File: src/logic/sequencer_regs.svh
// Purpose: Timing counts and fixed limits of the start-up/fault sequencer
// Assumes: 40 MHz system clock
// Notes:   Times keep their own units; cycle counts derive from them
`ifndef SEQUENCER_REGS_SVH
`define SEQUENCER_REGS_SVH

// ----------------------------------------------------------------------
// Clock and time figures
// ----------------------------------------------------------------------
`define CLK_FREQ_HZ       40000000
`define CLK_PER_US        (`CLK_FREQ_HZ / 1000000)
`define CLK_PER_MS        (`CLK_FREQ_HZ / 1000)
`define SAMPLE_TIME_US    1000
`define PRECOND_TIME_US   1000
`define HICCUP_TIME_MS    50
`define SW_FREQ_KHZ       600

// ----------------------------------------------------------------------
// Derived cycle counts
// ----------------------------------------------------------------------
`define SAMPLE_CYCLES     (`SAMPLE_TIME_US * `CLK_PER_US)
`define PRECOND_CYCLES    (`PRECOND_TIME_US * `CLK_PER_US)
`define HICCUP_CYCLES     (`HICCUP_TIME_MS * `CLK_PER_MS)
`define SW_PERIOD_CYCLES  (`CLK_FREQ_HZ / (`SW_FREQ_KHZ * 1000))

// ----------------------------------------------------------------------
// Fault counter
// ----------------------------------------------------------------------
`define FAULT_LIMIT       7

`endif

File: src/logic/sequencer_pkg.sv
// Purpose: Types shared by the start-up/fault sequencer files
// Assumes: Nothing
// Notes:   Encodings are internal to the sequencer and its analog front end
package sequencer_pkg;

   // Short-circuit threshold chosen during sampling
   typedef enum logic [1:0] {
      ILIM_200MV,
      ILIM_280MV,
      ILIM_100MV
   } ilim_sel_t;

   // What the error-amplifier output is forced to
   typedef enum logic [1:0] {
      COMP_RELEASE,
      COMP_DRIVE_400MV,
      COMP_PULL_LOW
   } comp_mode_t;

   typedef struct packed {
      logic hs;
      logic ls;
   } gate_drive_t;

   // Comparator results from the power stage
   typedef struct packed {
      logic hs_over_thr;
      logic ls_over_thr;
      logic hs_over_fixed;
      logic pwm_end;
   } sense_t;

endpackage : sequencer_pkg

File: src/logic/startup_fault_sequencer.sv
// Purpose: Start-up sequencing and short-circuit fault control of a
//          synchronous buck controller
// Assumes: Analog comparators report supply, enable, regulator and FET
//          drop levels; PWM comparator reports the end of high-side time
// Notes:   Each pin passes two flops, so a pin change reaches the
//          outputs at the third clock edge after it. A FET drop only
//          counts while the registered drive has that FET on; the
//          sense path lags the drive by two clocks, so very short
//          pulses are judged on part of their length only.
// Notes on behaviour
// Supply below lockout forces gate drives off
// Oscillator and sequence need supply and enable
// Enable low: shutdown, regulator turned off
// Floating enable counts as asserted
// Enable driver limits current, not stiff source
// Drive 400 mV on error output, 1 ms
// Then pull error output low 1 ms
// Soft-start and switching only after both phases; a hiccup restart runs only the pull-low phase, threshold kept
// Sampled current picks 280/200/100 mV threshold
// Drop over threshold in cycle: count up
// High-side over fixed limit ends pulse early
// No drop over threshold: count down
// Count of 7: fault, both drives off
// Wait 50 ms off, then restart; repeat
// Counter floors at zero, cleared on restart
`timescale 1ns/100ps
`default_nettype none
`include "sequencer_regs.svh"
module startup_fault_sequencer #(
   parameter int SAMPLE_CYCLES    = `SAMPLE_CYCLES,
   parameter int PRECOND_CYCLES   = `PRECOND_CYCLES,
   parameter int HICCUP_CYCLES    = `HICCUP_CYCLES,
   parameter int SW_PERIOD_CYCLES = `SW_PERIOD_CYCLES,
   parameter int FAULT_LIMIT      = `FAULT_LIMIT
) (
   input  wire logic                         clk,
   input  wire logic                         rst,
   input  wire logic                         supply_above_lockout,
   input  wire logic                         enable_above_on,
   input  wire logic                         enable_floating,
   input  wire logic                         internal_regulator_ok,
   input  wire logic                         isense_above_hi,
   input  wire logic                         isense_above_lo,
   input  wire sequencer_pkg::sense_t        fet_sense,
   output logic                              internal_regulator_en,
   output logic                              osc_en,
   output logic                              soft_start_en,
   output logic                              fault,
   output var sequencer_pkg::gate_drive_t    gate_drive,
   output var sequencer_pkg::comp_mode_t     comp_mode,
   output var sequencer_pkg::ilim_sel_t      short_circuit_threshold
);
   import sequencer_pkg::*;

   // -------------------------------------------------------------------
   // Sizes and elaboration checks
   // -------------------------------------------------------------------
   localparam int TMAX = (HICCUP_CYCLES > SAMPLE_CYCLES) ?
                         HICCUP_CYCLES : SAMPLE_CYCLES;
   localparam int TMX2 = (TMAX > PRECOND_CYCLES) ? TMAX : PRECOND_CYCLES;
   localparam int TW   = $clog2(TMX2 + 1);
   localparam int FW   = $clog2(FAULT_LIMIT + 1);

   if (SAMPLE_CYCLES < 1 || PRECOND_CYCLES < 1 || HICCUP_CYCLES < 1)
   begin : g_chk_time
      $error("startup_fault_sequencer: phase counts must be at least 1");
   end
   if (FAULT_LIMIT < 1) begin : g_chk_fault
      $error("startup_fault_sequencer: FAULT_LIMIT must be at least 1");
   end
   if (SW_PERIOD_CYCLES < 2) begin : g_chk_period
      $error("startup_fault_sequencer: SW_PERIOD_CYCLES must be >= 2");
   end

   typedef enum logic [2:0] {
      ST_SHUTDOWN,
      ST_WAIT_REG,
      ST_SAMPLE,
      ST_PRECOND,
      ST_RUN,
      ST_HICCUP
   } state_t;

   // -------------------------------------------------------------------
   // Pin synchronisation
   // -------------------------------------------------------------------
   localparam int NS = 10;
   logic [NS-1:0] raw_in;
   logic [NS-1:0] sync_in;

   assign raw_in = {supply_above_lockout, enable_above_on, enable_floating,
                    internal_regulator_ok, isense_above_hi, isense_above_lo,
                    fet_sense};

   sync2 #(
      .WIDTH (NS)
   ) u_sync (
      .clk (clk),
      .rst (rst),
      .d   (raw_in),
      .q   (sync_in)
   );

   wire    supply_ok_s = sync_in[9];
   wire    enable_on_s = sync_in[8];
   wire    enable_flt_s = sync_in[7];
   wire    reg_ok_s    = sync_in[6];
   wire    isense_hi_s = sync_in[5];
   wire    isense_lo_s = sync_in[4];
   sense_t sense_s;
   assign  sense_s     = sense_t'(sync_in[3:0]);

   // An undriven pin is pulled high internally
   wire    enable_req  = enable_on_s | enable_flt_s;

   // -------------------------------------------------------------------
   // State, timer and fault counter
   // -------------------------------------------------------------------
   state_t       state_reg;
   state_t       state_next;
   logic [TW-1:0] tmr_reg;
   logic [TW-1:0] tmr_next;
   logic [FW-1:0] fcnt_reg;
   logic [FW-1:0] fcnt_next;
   logic          hs_phase_reg;
   logic          hs_phase_next;
   logic          cycle_over_reg;
   logic          cycle_over_next;
   logic          tick;
   ilim_sel_t     ilim_next;
   gate_drive_t   gate_next;
   comp_mode_t    comp_next;

   wire tmr_done  = (tmr_reg == '0);
   wire running   = (state_reg == ST_RUN);

   period_tick #(
      .PERIOD (SW_PERIOD_CYCLES)
   ) u_period (
      .clk  (clk),
      .rst  (rst),
      .run  (running),
      .tick (tick)
   );

   // -------------------------------------------------------------------
   // Per-cycle short-circuit detection
   // -------------------------------------------------------------------
   // A drop is judged only while that FET is actually driven on
   // Drops seen after a FET turned off are ignored, not counted late
   wire over_now  = (gate_drive.hs & sense_s.hs_over_thr) |
                    (gate_drive.ls & sense_s.ls_over_thr);
   wire over_cyc  = cycle_over_reg | over_now;
   wire fcnt_top  = (fcnt_reg == FW'(FAULT_LIMIT - 1));
   wire fault_hit = running & tick & over_cyc & fcnt_top;
   wire hs_end    = sense_s.pwm_end | sense_s.hs_over_fixed;

   assign cycle_over_next = (!running || tick) ? 1'b0 : over_cyc;
   assign hs_phase_next   = !running ? 1'b0 :
                            tick     ? 1'b1 :
                            (hs_phase_reg & ~hs_end);

   always_comb
   begin
      fcnt_next = fcnt_reg;
      if (!running)
         fcnt_next = '0;
      else if (tick && over_cyc)
         fcnt_next = fcnt_reg + 1'b1;
      else if (tick && fcnt_reg != '0)
         fcnt_next = fcnt_reg - 1'b1;
   end

   // -------------------------------------------------------------------
   // Sequence control
   // -------------------------------------------------------------------
   always_comb
   begin
      state_next = state_reg;
      tmr_next   = tmr_done ? '0 : tmr_reg - 1'b1;
      if (!enable_req)
         state_next = ST_SHUTDOWN;
      else if (!supply_ok_s)
         state_next = ST_WAIT_REG;
      else
         unique case (state_reg)
            ST_SHUTDOWN:
               state_next = ST_WAIT_REG;
            ST_WAIT_REG:
               if (reg_ok_s)
               begin
                  state_next = ST_SAMPLE;
                  tmr_next   = TW'(SAMPLE_CYCLES - 1);
               end
            ST_SAMPLE:
               if (tmr_done)
               begin
                  state_next = ST_PRECOND;
                  tmr_next   = TW'(PRECOND_CYCLES - 1);
               end
            ST_PRECOND:
               if (tmr_done)
                  state_next = ST_RUN;
            ST_RUN:
               if (fault_hit)
               begin
                  state_next = ST_HICCUP;
                  tmr_next   = TW'(HICCUP_CYCLES - 1);
               end
            ST_HICCUP:
               if (tmr_done)
               begin
                  state_next = ST_PRECOND;
                  tmr_next   = TW'(PRECOND_CYCLES - 1);
               end
            // Two codes are never entered; recover through shutdown
            default:
               state_next = ST_SHUTDOWN;
         endcase
   end

   // -------------------------------------------------------------------
   // Threshold and drive decode
   // -------------------------------------------------------------------
   // Threshold latched at the end of sampling; above hi 100 mV, above lo only 280 mV, below both 200 mV
   assign ilim_next = (state_reg == ST_SAMPLE && tmr_done) ?
                      (isense_hi_s ? ILIM_100MV :
                       isense_lo_s ? ILIM_280MV : ILIM_200MV) :
                      short_circuit_threshold;

   // Gates only switch in run; any other state holds both low
   assign gate_next.hs = (state_next == ST_RUN) & hs_phase_next;
   assign gate_next.ls = (state_next == ST_RUN) & running &
                         ~hs_phase_next;

   assign comp_next = (state_next == ST_SAMPLE)  ? COMP_DRIVE_400MV :
                      (state_next == ST_PRECOND) ? COMP_PULL_LOW :
                      COMP_RELEASE;

   // -------------------------------------------------------------------
   // Output next values
   // -------------------------------------------------------------------
   // Regulator needs only enable; the oscillator also needs the supply
   // Fault marks the whole hiccup wait, gates being held off meanwhile
   logic reg_en_next;
   logic osc_next;
   logic ss_next;
   logic fault_next;

   assign reg_en_next = (state_next != ST_SHUTDOWN);
   assign osc_next    = enable_req & supply_ok_s &
                        (state_next != ST_SHUTDOWN);
   assign ss_next     = (state_next == ST_RUN);
   assign fault_next  = (state_next == ST_HICCUP);

   // -------------------------------------------------------------------
   // Registers
   // -------------------------------------------------------------------
   always_ff @(posedge clk or posedge rst)
   begin
      if (rst)
      begin
         state_reg      <= ST_SHUTDOWN;
         tmr_reg        <= '0;
         fcnt_reg       <= '0;
         hs_phase_reg   <= 1'b0;
         cycle_over_reg <= 1'b0;
      end
      else
      begin
         state_reg      <= state_next;
         tmr_reg        <= tmr_next;
         fcnt_reg       <= fcnt_next;
         hs_phase_reg   <= hs_phase_next;
         cycle_over_reg <= cycle_over_next;
      end
   end

   always_ff @(posedge clk or posedge rst)
   begin
      if (rst)
      begin
         internal_regulator_en   <= 1'b0;
         osc_en                  <= 1'b0;
         soft_start_en           <= 1'b0;
         fault                   <= 1'b0;
         gate_drive              <= '0;
         comp_mode               <= COMP_RELEASE;
         short_circuit_threshold <= ILIM_200MV;
      end
      else
      begin
         internal_regulator_en   <= reg_en_next;
         osc_en                  <= osc_next;
         soft_start_en           <= ss_next;
         fault                   <= fault_next;
         gate_drive              <= gate_next;
         comp_mode               <= comp_next;
         short_circuit_threshold <= ilim_next;
      end
   end

endmodule : startup_fault_sequencer
`default_nettype wire

File: src/logic/sync2.sv
// Purpose: Two-flop synchroniser for asynchronous levels
// Assumes: Inputs are slow levels, not multi-bit words
// Notes:   First stage feeds only the second stage
`timescale 1ns/100ps
`default_nettype none
module sync2 #(
   parameter int WIDTH = 1
) (
   input  wire logic             clk,
   input  wire logic             rst,
   input  wire logic [WIDTH-1:0] d,
   output logic      [WIDTH-1:0] q
);
   logic [WIDTH-1:0] meta_reg;

   if (WIDTH < 1) begin : g_chk
      $error("sync2: WIDTH must be at least 1");
   end

   always_ff @(posedge clk or posedge rst)
   begin
      if (rst)
      begin
         meta_reg <= '0;
         q        <= '0;
      end
      else
      begin
         meta_reg <= d;
         q        <= meta_reg;
      end
   end
endmodule : sync2
`default_nettype wire

File: src/logic/period_tick.sv
// Purpose: Switching-period divider giving a one-cycle start pulse
// Assumes: Single clock domain
// Notes:   Restarts from zero whenever run drops, so a new run starts
//          with a pulse in its first cycle
`timescale 1ns/100ps
`default_nettype none
module period_tick #(
   parameter int PERIOD = 66
) (
   input  wire logic clk,
   input  wire logic rst,
   input  wire logic run,
   output logic      tick
);
   localparam int CW = (PERIOD > 1) ? $clog2(PERIOD) : 1;

   logic [CW-1:0] cnt_reg;
   logic [CW-1:0] cnt_next;
   wire           wrap = (cnt_reg == CW'(PERIOD - 1));

   if (PERIOD < 2) begin : g_chk
      $error("period_tick: PERIOD must be at least 2");
   end

   assign cnt_next = !run ? '0 : (wrap ? '0 : cnt_reg + 1'b1);
   assign tick     = run && (cnt_reg == '0);

   always_ff @(posedge clk or posedge rst)
   begin
      if (rst)
         cnt_reg <= '0;
      else
         cnt_reg <= cnt_next;
   end
endmodule : period_tick
`default_nettype wire

File: config.mk
export PLATFORM = sky130hd
export DESIGN_NAME = startup_fault_sequencer
export DESIGN_NICKNAME = d
export VERILOG_FILES = /design/src/logic/sequencer_pkg.sv /design/src/logic/startup_fault_sequencer.sv /design/src/logic/sync2.sv /design/src/logic/period_tick.sv
export VERILOG_INCLUDE_DIRS = /design/src /design/src/logic
export SDC_FILE = /design/constraint.sdc
export NUM_CORES = 1
export LEC_CHECK = 0
export BUFFER_PORTS_ARGS = -buffer_cell sky130_fd_sc_hd__buf_2
export CAP_MARGIN = 10
export CORE_ASPECT_RATIO = 0.5
export CORE_MARGIN = 2
export CORE_UTILIZATION = 53
export DETAILED_ROUTE_END_ITERATION = 8
export PLACE_DENSITY = 0.75
export SYNTH_ARGS = -nofsm -noshare
export SYNTH_HDL_FRONTEND = slang
export SYNTH_SLANG_ARGS = --single-unit
File: constraint.sdc
create_clock -name clk -period 2.36 [get_ports clk]
set_input_delay 0.118 -clock clk [delete_from_list [all_inputs] [get_ports clk]]
set_output_delay 0.118 -clock clk [all_outputs]
set_load 0.005 [all_outputs]
Word-level counts from Yosys, hierarchy flattened
Cells that the tools add are included.
- register bits: 66
- output and inout bits: 10
- input bits: 12
- word-level logic and storage cells: 87
- equality and inequality tests: 12
- mux-type cells: 26
- bitwise logic cells: 17
- $add $sub $neg: 4
- reductions and logical operators: 12
- operators by type and width (operator ; count):
    2-to-1 mux 21 bit ; 6
    one-hot mux 21 bit (3 select lines) ; 1
    2-to-1 mux 3 bit ; 9
    zero test 21 bit ; 1
    subtractor 21 x 1 -> 21 bit, second input constant ; 1
    == test 3 bit, second input constant ; 5
    one-hot mux 3 bit (5 select lines) ; 1
    2-to-1 mux 7 bit ; 2
    == test 3 x 2 -> 1 bit, second input constant ; 4
    AND 1 bit ; 11
    adder 7 x 1 -> 7 bit, second input constant ; 1
    == test 7 bit, second input constant ; 1
    zero test 7 bit ; 1
    2-to-1 mux 2 bit ; 3
    nonzero test 3 bit ; 2
    logical AND 1 bit ; 4
    2-to-1 mux 1 bit ; 4
    bitwise OR 1 bit ; 4
    adder 3 x 1 -> 3 bit, second input constant ; 1
    == test 3 x 1 -> 1 bit, second input constant ; 1
    zero test 3 bit ; 1
    inequality test 3 x 1 -> 1 bit, second input constant ; 1
    subtractor 3 x 1 -> 3 bit, second input constant ; 1
    NOT 1 bit ; 2
    3 further kinds ; 3

Logic depth before layout (Yosys ltp)
- word-level depth: 12
- depth in mapped cells: 9
- depth with buffers taken out: 9

Modules after synthesis
Synthesis repeated with hierarchy kept, for this count alone.
- cell total of the unflattened synthesis: 270
- area total of the unflattened synthesis: 2912.8 um^2
- modules (own cells, without submodules) (module ; seq. area each (um^2) ; cells each ; instances ; area an instance (um^2)):
    startup_fault_sequencer ; 975.9 ; 212 ; 1 ; 2045.7
    sync2 ; 500.5 ; 21 ; 1 ; 504.2
    period_tick ; 175.2 ; 37 ; 1 ; 362.8

Worst setup path before layout
No wires, ideal clock.
- path kind: register to register
- start point: register tmr_reg[0]
- end point: register gate_drive[1] (netlist name)
- period minus slack after synthesis: 2302 ps
- stages on the path, launching flop included: 10
- buffers on the path: 1
- required time: 2230 ps
- setup slack: 58 ps
- data arrival time: 2171 ps
- library setup time: 130 ps
- path through: dfrtp_1 inv_1 ha_1 or3b_2 buf_2 or4_4 nor3_2 a221oi_2 inv_2 nor4_2
- RTL lines (item ; line ; RTL):
    start, declared ; startup_fault_sequencer.sv:121 ; logic [TW-1:0] tmr_reg;
    start signal, assigned ; startup_fault_sequencer.sv:272 ; tmr_reg <= tmr_next;
    end signal, assigned ; startup_fault_sequencer.sv:297 ; gate_drive <= gate_next;
    end, declared ; startup_fault_sequencer.sv:49 ; output var sequencer_pkg::gate_drive_t gate_drive,

Worst setup path in the final report
- start point: register tmr_reg[1]
- end point: register comp_mode[1]
- cells in the longest elaborated chain, start to end: 8
- elaborated cells between the ends (all ways): 10
- classes of those cells: eq/ne (2); mux (7); reduce/logical (1)
- ends and longest elaborated chain (item ; line ; RTL):
    zero test 21 bit * ; startup_fault_sequencer.sv:134 ; wire tmr_done = (tmr_reg == '0);
    2-to-1 mux 3 bit, on equally long branches ; startup_fault_sequencer.sv:196, startup_fault_sequencer.sv:211, startup_fault_sequencer.sv:202 ;
    one-hot mux 3 bit (5 select lines) * ; startup_fault_sequencer.sv:186 ; unique case (state_reg)
    2-to-1 mux 3 bit * ; startup_fault_sequencer.sv:183 ; else if (!supply_ok_s)
    2-to-1 mux 3 bit * ; startup_fault_sequencer.sv:181 ; if (!enable_req)
    == test 3 x 2 -> 1 bit ; startup_fault_sequencer.sv:237 ; (state_next == ST_PRECOND) ? COMP_PULL_LOW :
    2-to-1 mux 2 bit ; startup_fault_sequencer.sv:237 ;
    2-to-1 mux 2 bit * ; startup_fault_sequencer.sv:236 ; assign comp_next = (state_next == ST_SAMPLE) ? COMP_DRIVE_400MV :
    net comp_next[1] ; startup_fault_sequencer.sv:132 ; comp_mode_t comp_next;
    end signal, assigned ; startup_fault_sequencer.sv:298 ; comp_mode <= comp_next;
    end, declared ; startup_fault_sequencer.sv:50 ; output var sequencer_pkg::comp_mode_t comp_mode,
The timed path passes the listed nets; every way through them passes the cells marked *.
A chain may end at the register's enable or synchronous reset.

==> flow_metrics.env <==
export IMPL_tns_ps=0
export IMPL_pin_count=22
export IMPL_hpwl_um=3820
export IMPL_netlist_top_cell_by_area="dfrtp_1"
export IMPL_share_comb_of_total_power=0.103
export IMPL_cp_end_kind="flip-flop"
export IMPL_synthTopCellsByArea="dfrtp_1 58%, xnor2_1 4.9%, nor2_1 4.2%"
export IMPL_yosys_warnings=0
export IMPL_place_worst_setup_slack_ps=-42.8
export IMPL_synthCells=255
export IMPL_largest_reg_flops=21
export IMPL_regToRegSetupSlack_ps=30
export IMPL_viasPerCell=5.40
export IMPL_num_vias=2079
export IMPL_ys_flop_type="dfrtp_1"
export IMPL_portBuffers=21
export IMPL_synthArstFlopShare=1.00
export IMPL_antennaDiodeCount=0
export IMPL_grt_pass1_vias=2090
export IMPL_cts_tree="yes"
export IMPL_nNetsFinal=327
export IMPL_timing_final_crit_share=0.986
export IMPL_drt_wirelength_per_cell_um=15.4
export IMPL_startpoint_type="flip-flop"
export IMPL_cts_made_buffers=9
export IMPL_worst_slack_ps=33.2
export IMPL_start_util=0.564
export IMPL_p_per_area_nw_per_um2=759
export IMPL_arrival_ps=2550
export IMPL_crit_family="simple AND/OR/NAND/NOR gates"
export IMPL_switchingPower_uw=664
export IMPL_max_cap_violations=0
export IMPL_slew_headroom=0.577
export IMPL_die_area_sq_um=6030
export IMPL_antenna_found_initial=0
export IMPL_rsz0062_at_grt="true"
export IMPL_grt_max_degree=33
export IMPL_setup_viol=0
export IMPL_crit_path_top_delay_cell="or3b_4"
export IMPL_dieHeight_um=55.9
export IMPL_clk_path_buf_depth=2
export IMPL_power_leakage_nw=1.59
export IMPL_syn_area_per_cell_sq_um=11.2
export IMPL_netlist_area_sq_um=2860
export IMPL_die_w_um=108
export IMPL_drc_errors=0
export IMPL_cp_required_ps=2580
export IMPL_swShare=0.244
export IMPL_area_delta_synth_final_pct=25.4
export IMPL_crit_top_cell="buf_4"
export IMPL_worst_path_buf_inv=3
export IMPL_synth_top_area_share=0.578
export IMPL_path_cells="inv_1, ha_2, or3b_4, nor4_4, buf_4, buf_4, nand3_1, a22oi_1, nor2_1"
export IMPL_place_gp_congestion=0.856
export IMPL_cts_root_buffer="clkbuf_8"
export IMPL_critical_path_max_stage_delay_ps=420
export IMPL_power_frac_clock=0.430
export IMPL_gr_total_overflow=0
export IMPL_first_pass_iters=4
export IMPL_drt_iter0_markers=177
export IMPL_clkTransAtPathRegs_ps=70
export IMPL_seq_power_share=0.468
export IMPL_layout_drive_gt1_share=0.241
export IMPL_synth_seq_cells=66
export IMPL_max_clock_freq_ghz=0.430
export IMPL_clock_skew_ps=5.87
export IMPL_worst_path_max_fanout=6
export IMPL_peakVddDrop_uv=568
export IMPL_hold_viol_final=0
export IMPL_slew_violations=0
export IMPL_grt_pass1_wl_um=9600
export IMPL_synth_nets=272
export IMPL_p_int_mw=2.05
export IMPL_clk_latency_ps=350
export IMPL_cts_sinks=66
export IMPL_yosysMostFrequentCell="dfrtp_1"
export IMPL_run_status="finished clean"
export IMPL_core_area_sq_um=5070
export IMPL_cts_max_level=3
export IMPL_yosysUniqueCellTypes=48
export IMPL_postRouteAntennaNets=0
export IMPL_layout_min_cycle_time_ps=2330
export IMPL_wl_um=5920
export IMPL_tightest_slew_ps=633
export IMPL_netlist_top_cells_count="66 x dfrtp_1, 32 x nor2_1, 16 x xnor2_1"
export IMPL_yosysSeqAreaShare=0.578
export IMPL_grtUsageTotal=0.210
export IMPL_rows=18
export IMPL_synth_edff_count=0
export IMPL_crit_type="flip-flop to flip-flop"
export IMPL_worstHoldPathType="flip-flop to flip-flop"
## cells in the final DEF (no fill, tap or decap), types with 9 or more instances in the layout
cell type	instances
xnor2_1	16
clkbuf_8	9
nand2_1	15
nor2_1	31
inv_1	10
buf_4	18
dlygate4sd3_1	11
o21ai_1	13
buf_2	21
dfrtp_1	66
## layout make-up
class,count,area [sq um]
sequential,66,1650
fill,342,1480
multi-input combinational,171,1200
timing repair buffer,50,350
clock inverter,7,125
clock buffer,9,124
tap,70,87.6
inverter,12,45.0
## cells by family after synthesis
group,Yosys count,share of synthesized area
buf+inv,18,0.0241
mux,3,0.0114
xor+xnor,24,0.0736
flops,66,0.578
fa+ha+maj,5,0.0245
compound gates,38,0.0885
simple gates,101,0.200
## worst reg2reg max path, delay by kind of cell, from the launching register on
| family | cells | cell delay (ps) |
|---|---|---|
| fa+ha+maj | 1 | 160 |
| compound gates | 1 | 290 |
| buf+inv | 3 | 350 |
| simple gates | 4 | 990 |
| flops | 1 | 400 |
## worst paths after layout
check                                        start                 end  depth (start not counted)
max in group asynchronous                      rst         tmr_reg[17]                          4
worst max register to register          tmr_reg[1]        comp_mode[1]                          9
worst max-delay path                    tmr_reg[1]        comp_mode[1]                          9
worst min-delay path            u_sync.meta_reg[5]         u_sync.q[5]                          0
min in group asynchronous                      rst  u_sync.meta_reg[1]                          3
worst min register to register  u_sync.meta_reg[5]         u_sync.q[5]                          0
## layer usage
layer	vias to the layer above	wire [um]	global-route usage
met5	-	0	0
met4	0	51	0.0751
met3	6	235	0.0726
met2	49	3030	0.331
met1	1031	2610	0.272
li1	993	-	-
## power groups by stage
stage                     clock network, mW  logic, mW  registers, mW
after floorplan                           0      0.175           1.28
after global placement                    0      0.232           1.28
after detailed placement                  0      0.247           1.29
after CTS                              1.19      0.263           1.27
after global routing                   1.24      0.311           1.28
final                                  1.17      0.279           1.27
## repair_timing
item | 4_1_cts | 5_1_grt
resized for setup | 1 | 11
buffers inserted | 0 | 7
hold endpoints to repair | 40 | 0
hold buffers | 11 | 0
endpoints found under the setup margin | 15 | 21
pin swaps | 0 | 6
## per-stage QoR
step | hold slack [ps] | instances | power (mW) | utilization | area [sq um]
detailed placement | 227 | 351 | 1.54 | 0.613 | 3110
global placement | 222 | 351 | 1.51 | 0.613 | 3110
finish | 350 | 385 | 2.72 | 0.707 | 3580
floorplan | 149 | 255 | 1.45 | - | 2860
global route | 364 | 385 | 2.84 | 0.707 | 3580
CTS | 352 | 378 | 2.72 | 0.685 | 3470
(Power assumes the default switching activity.)
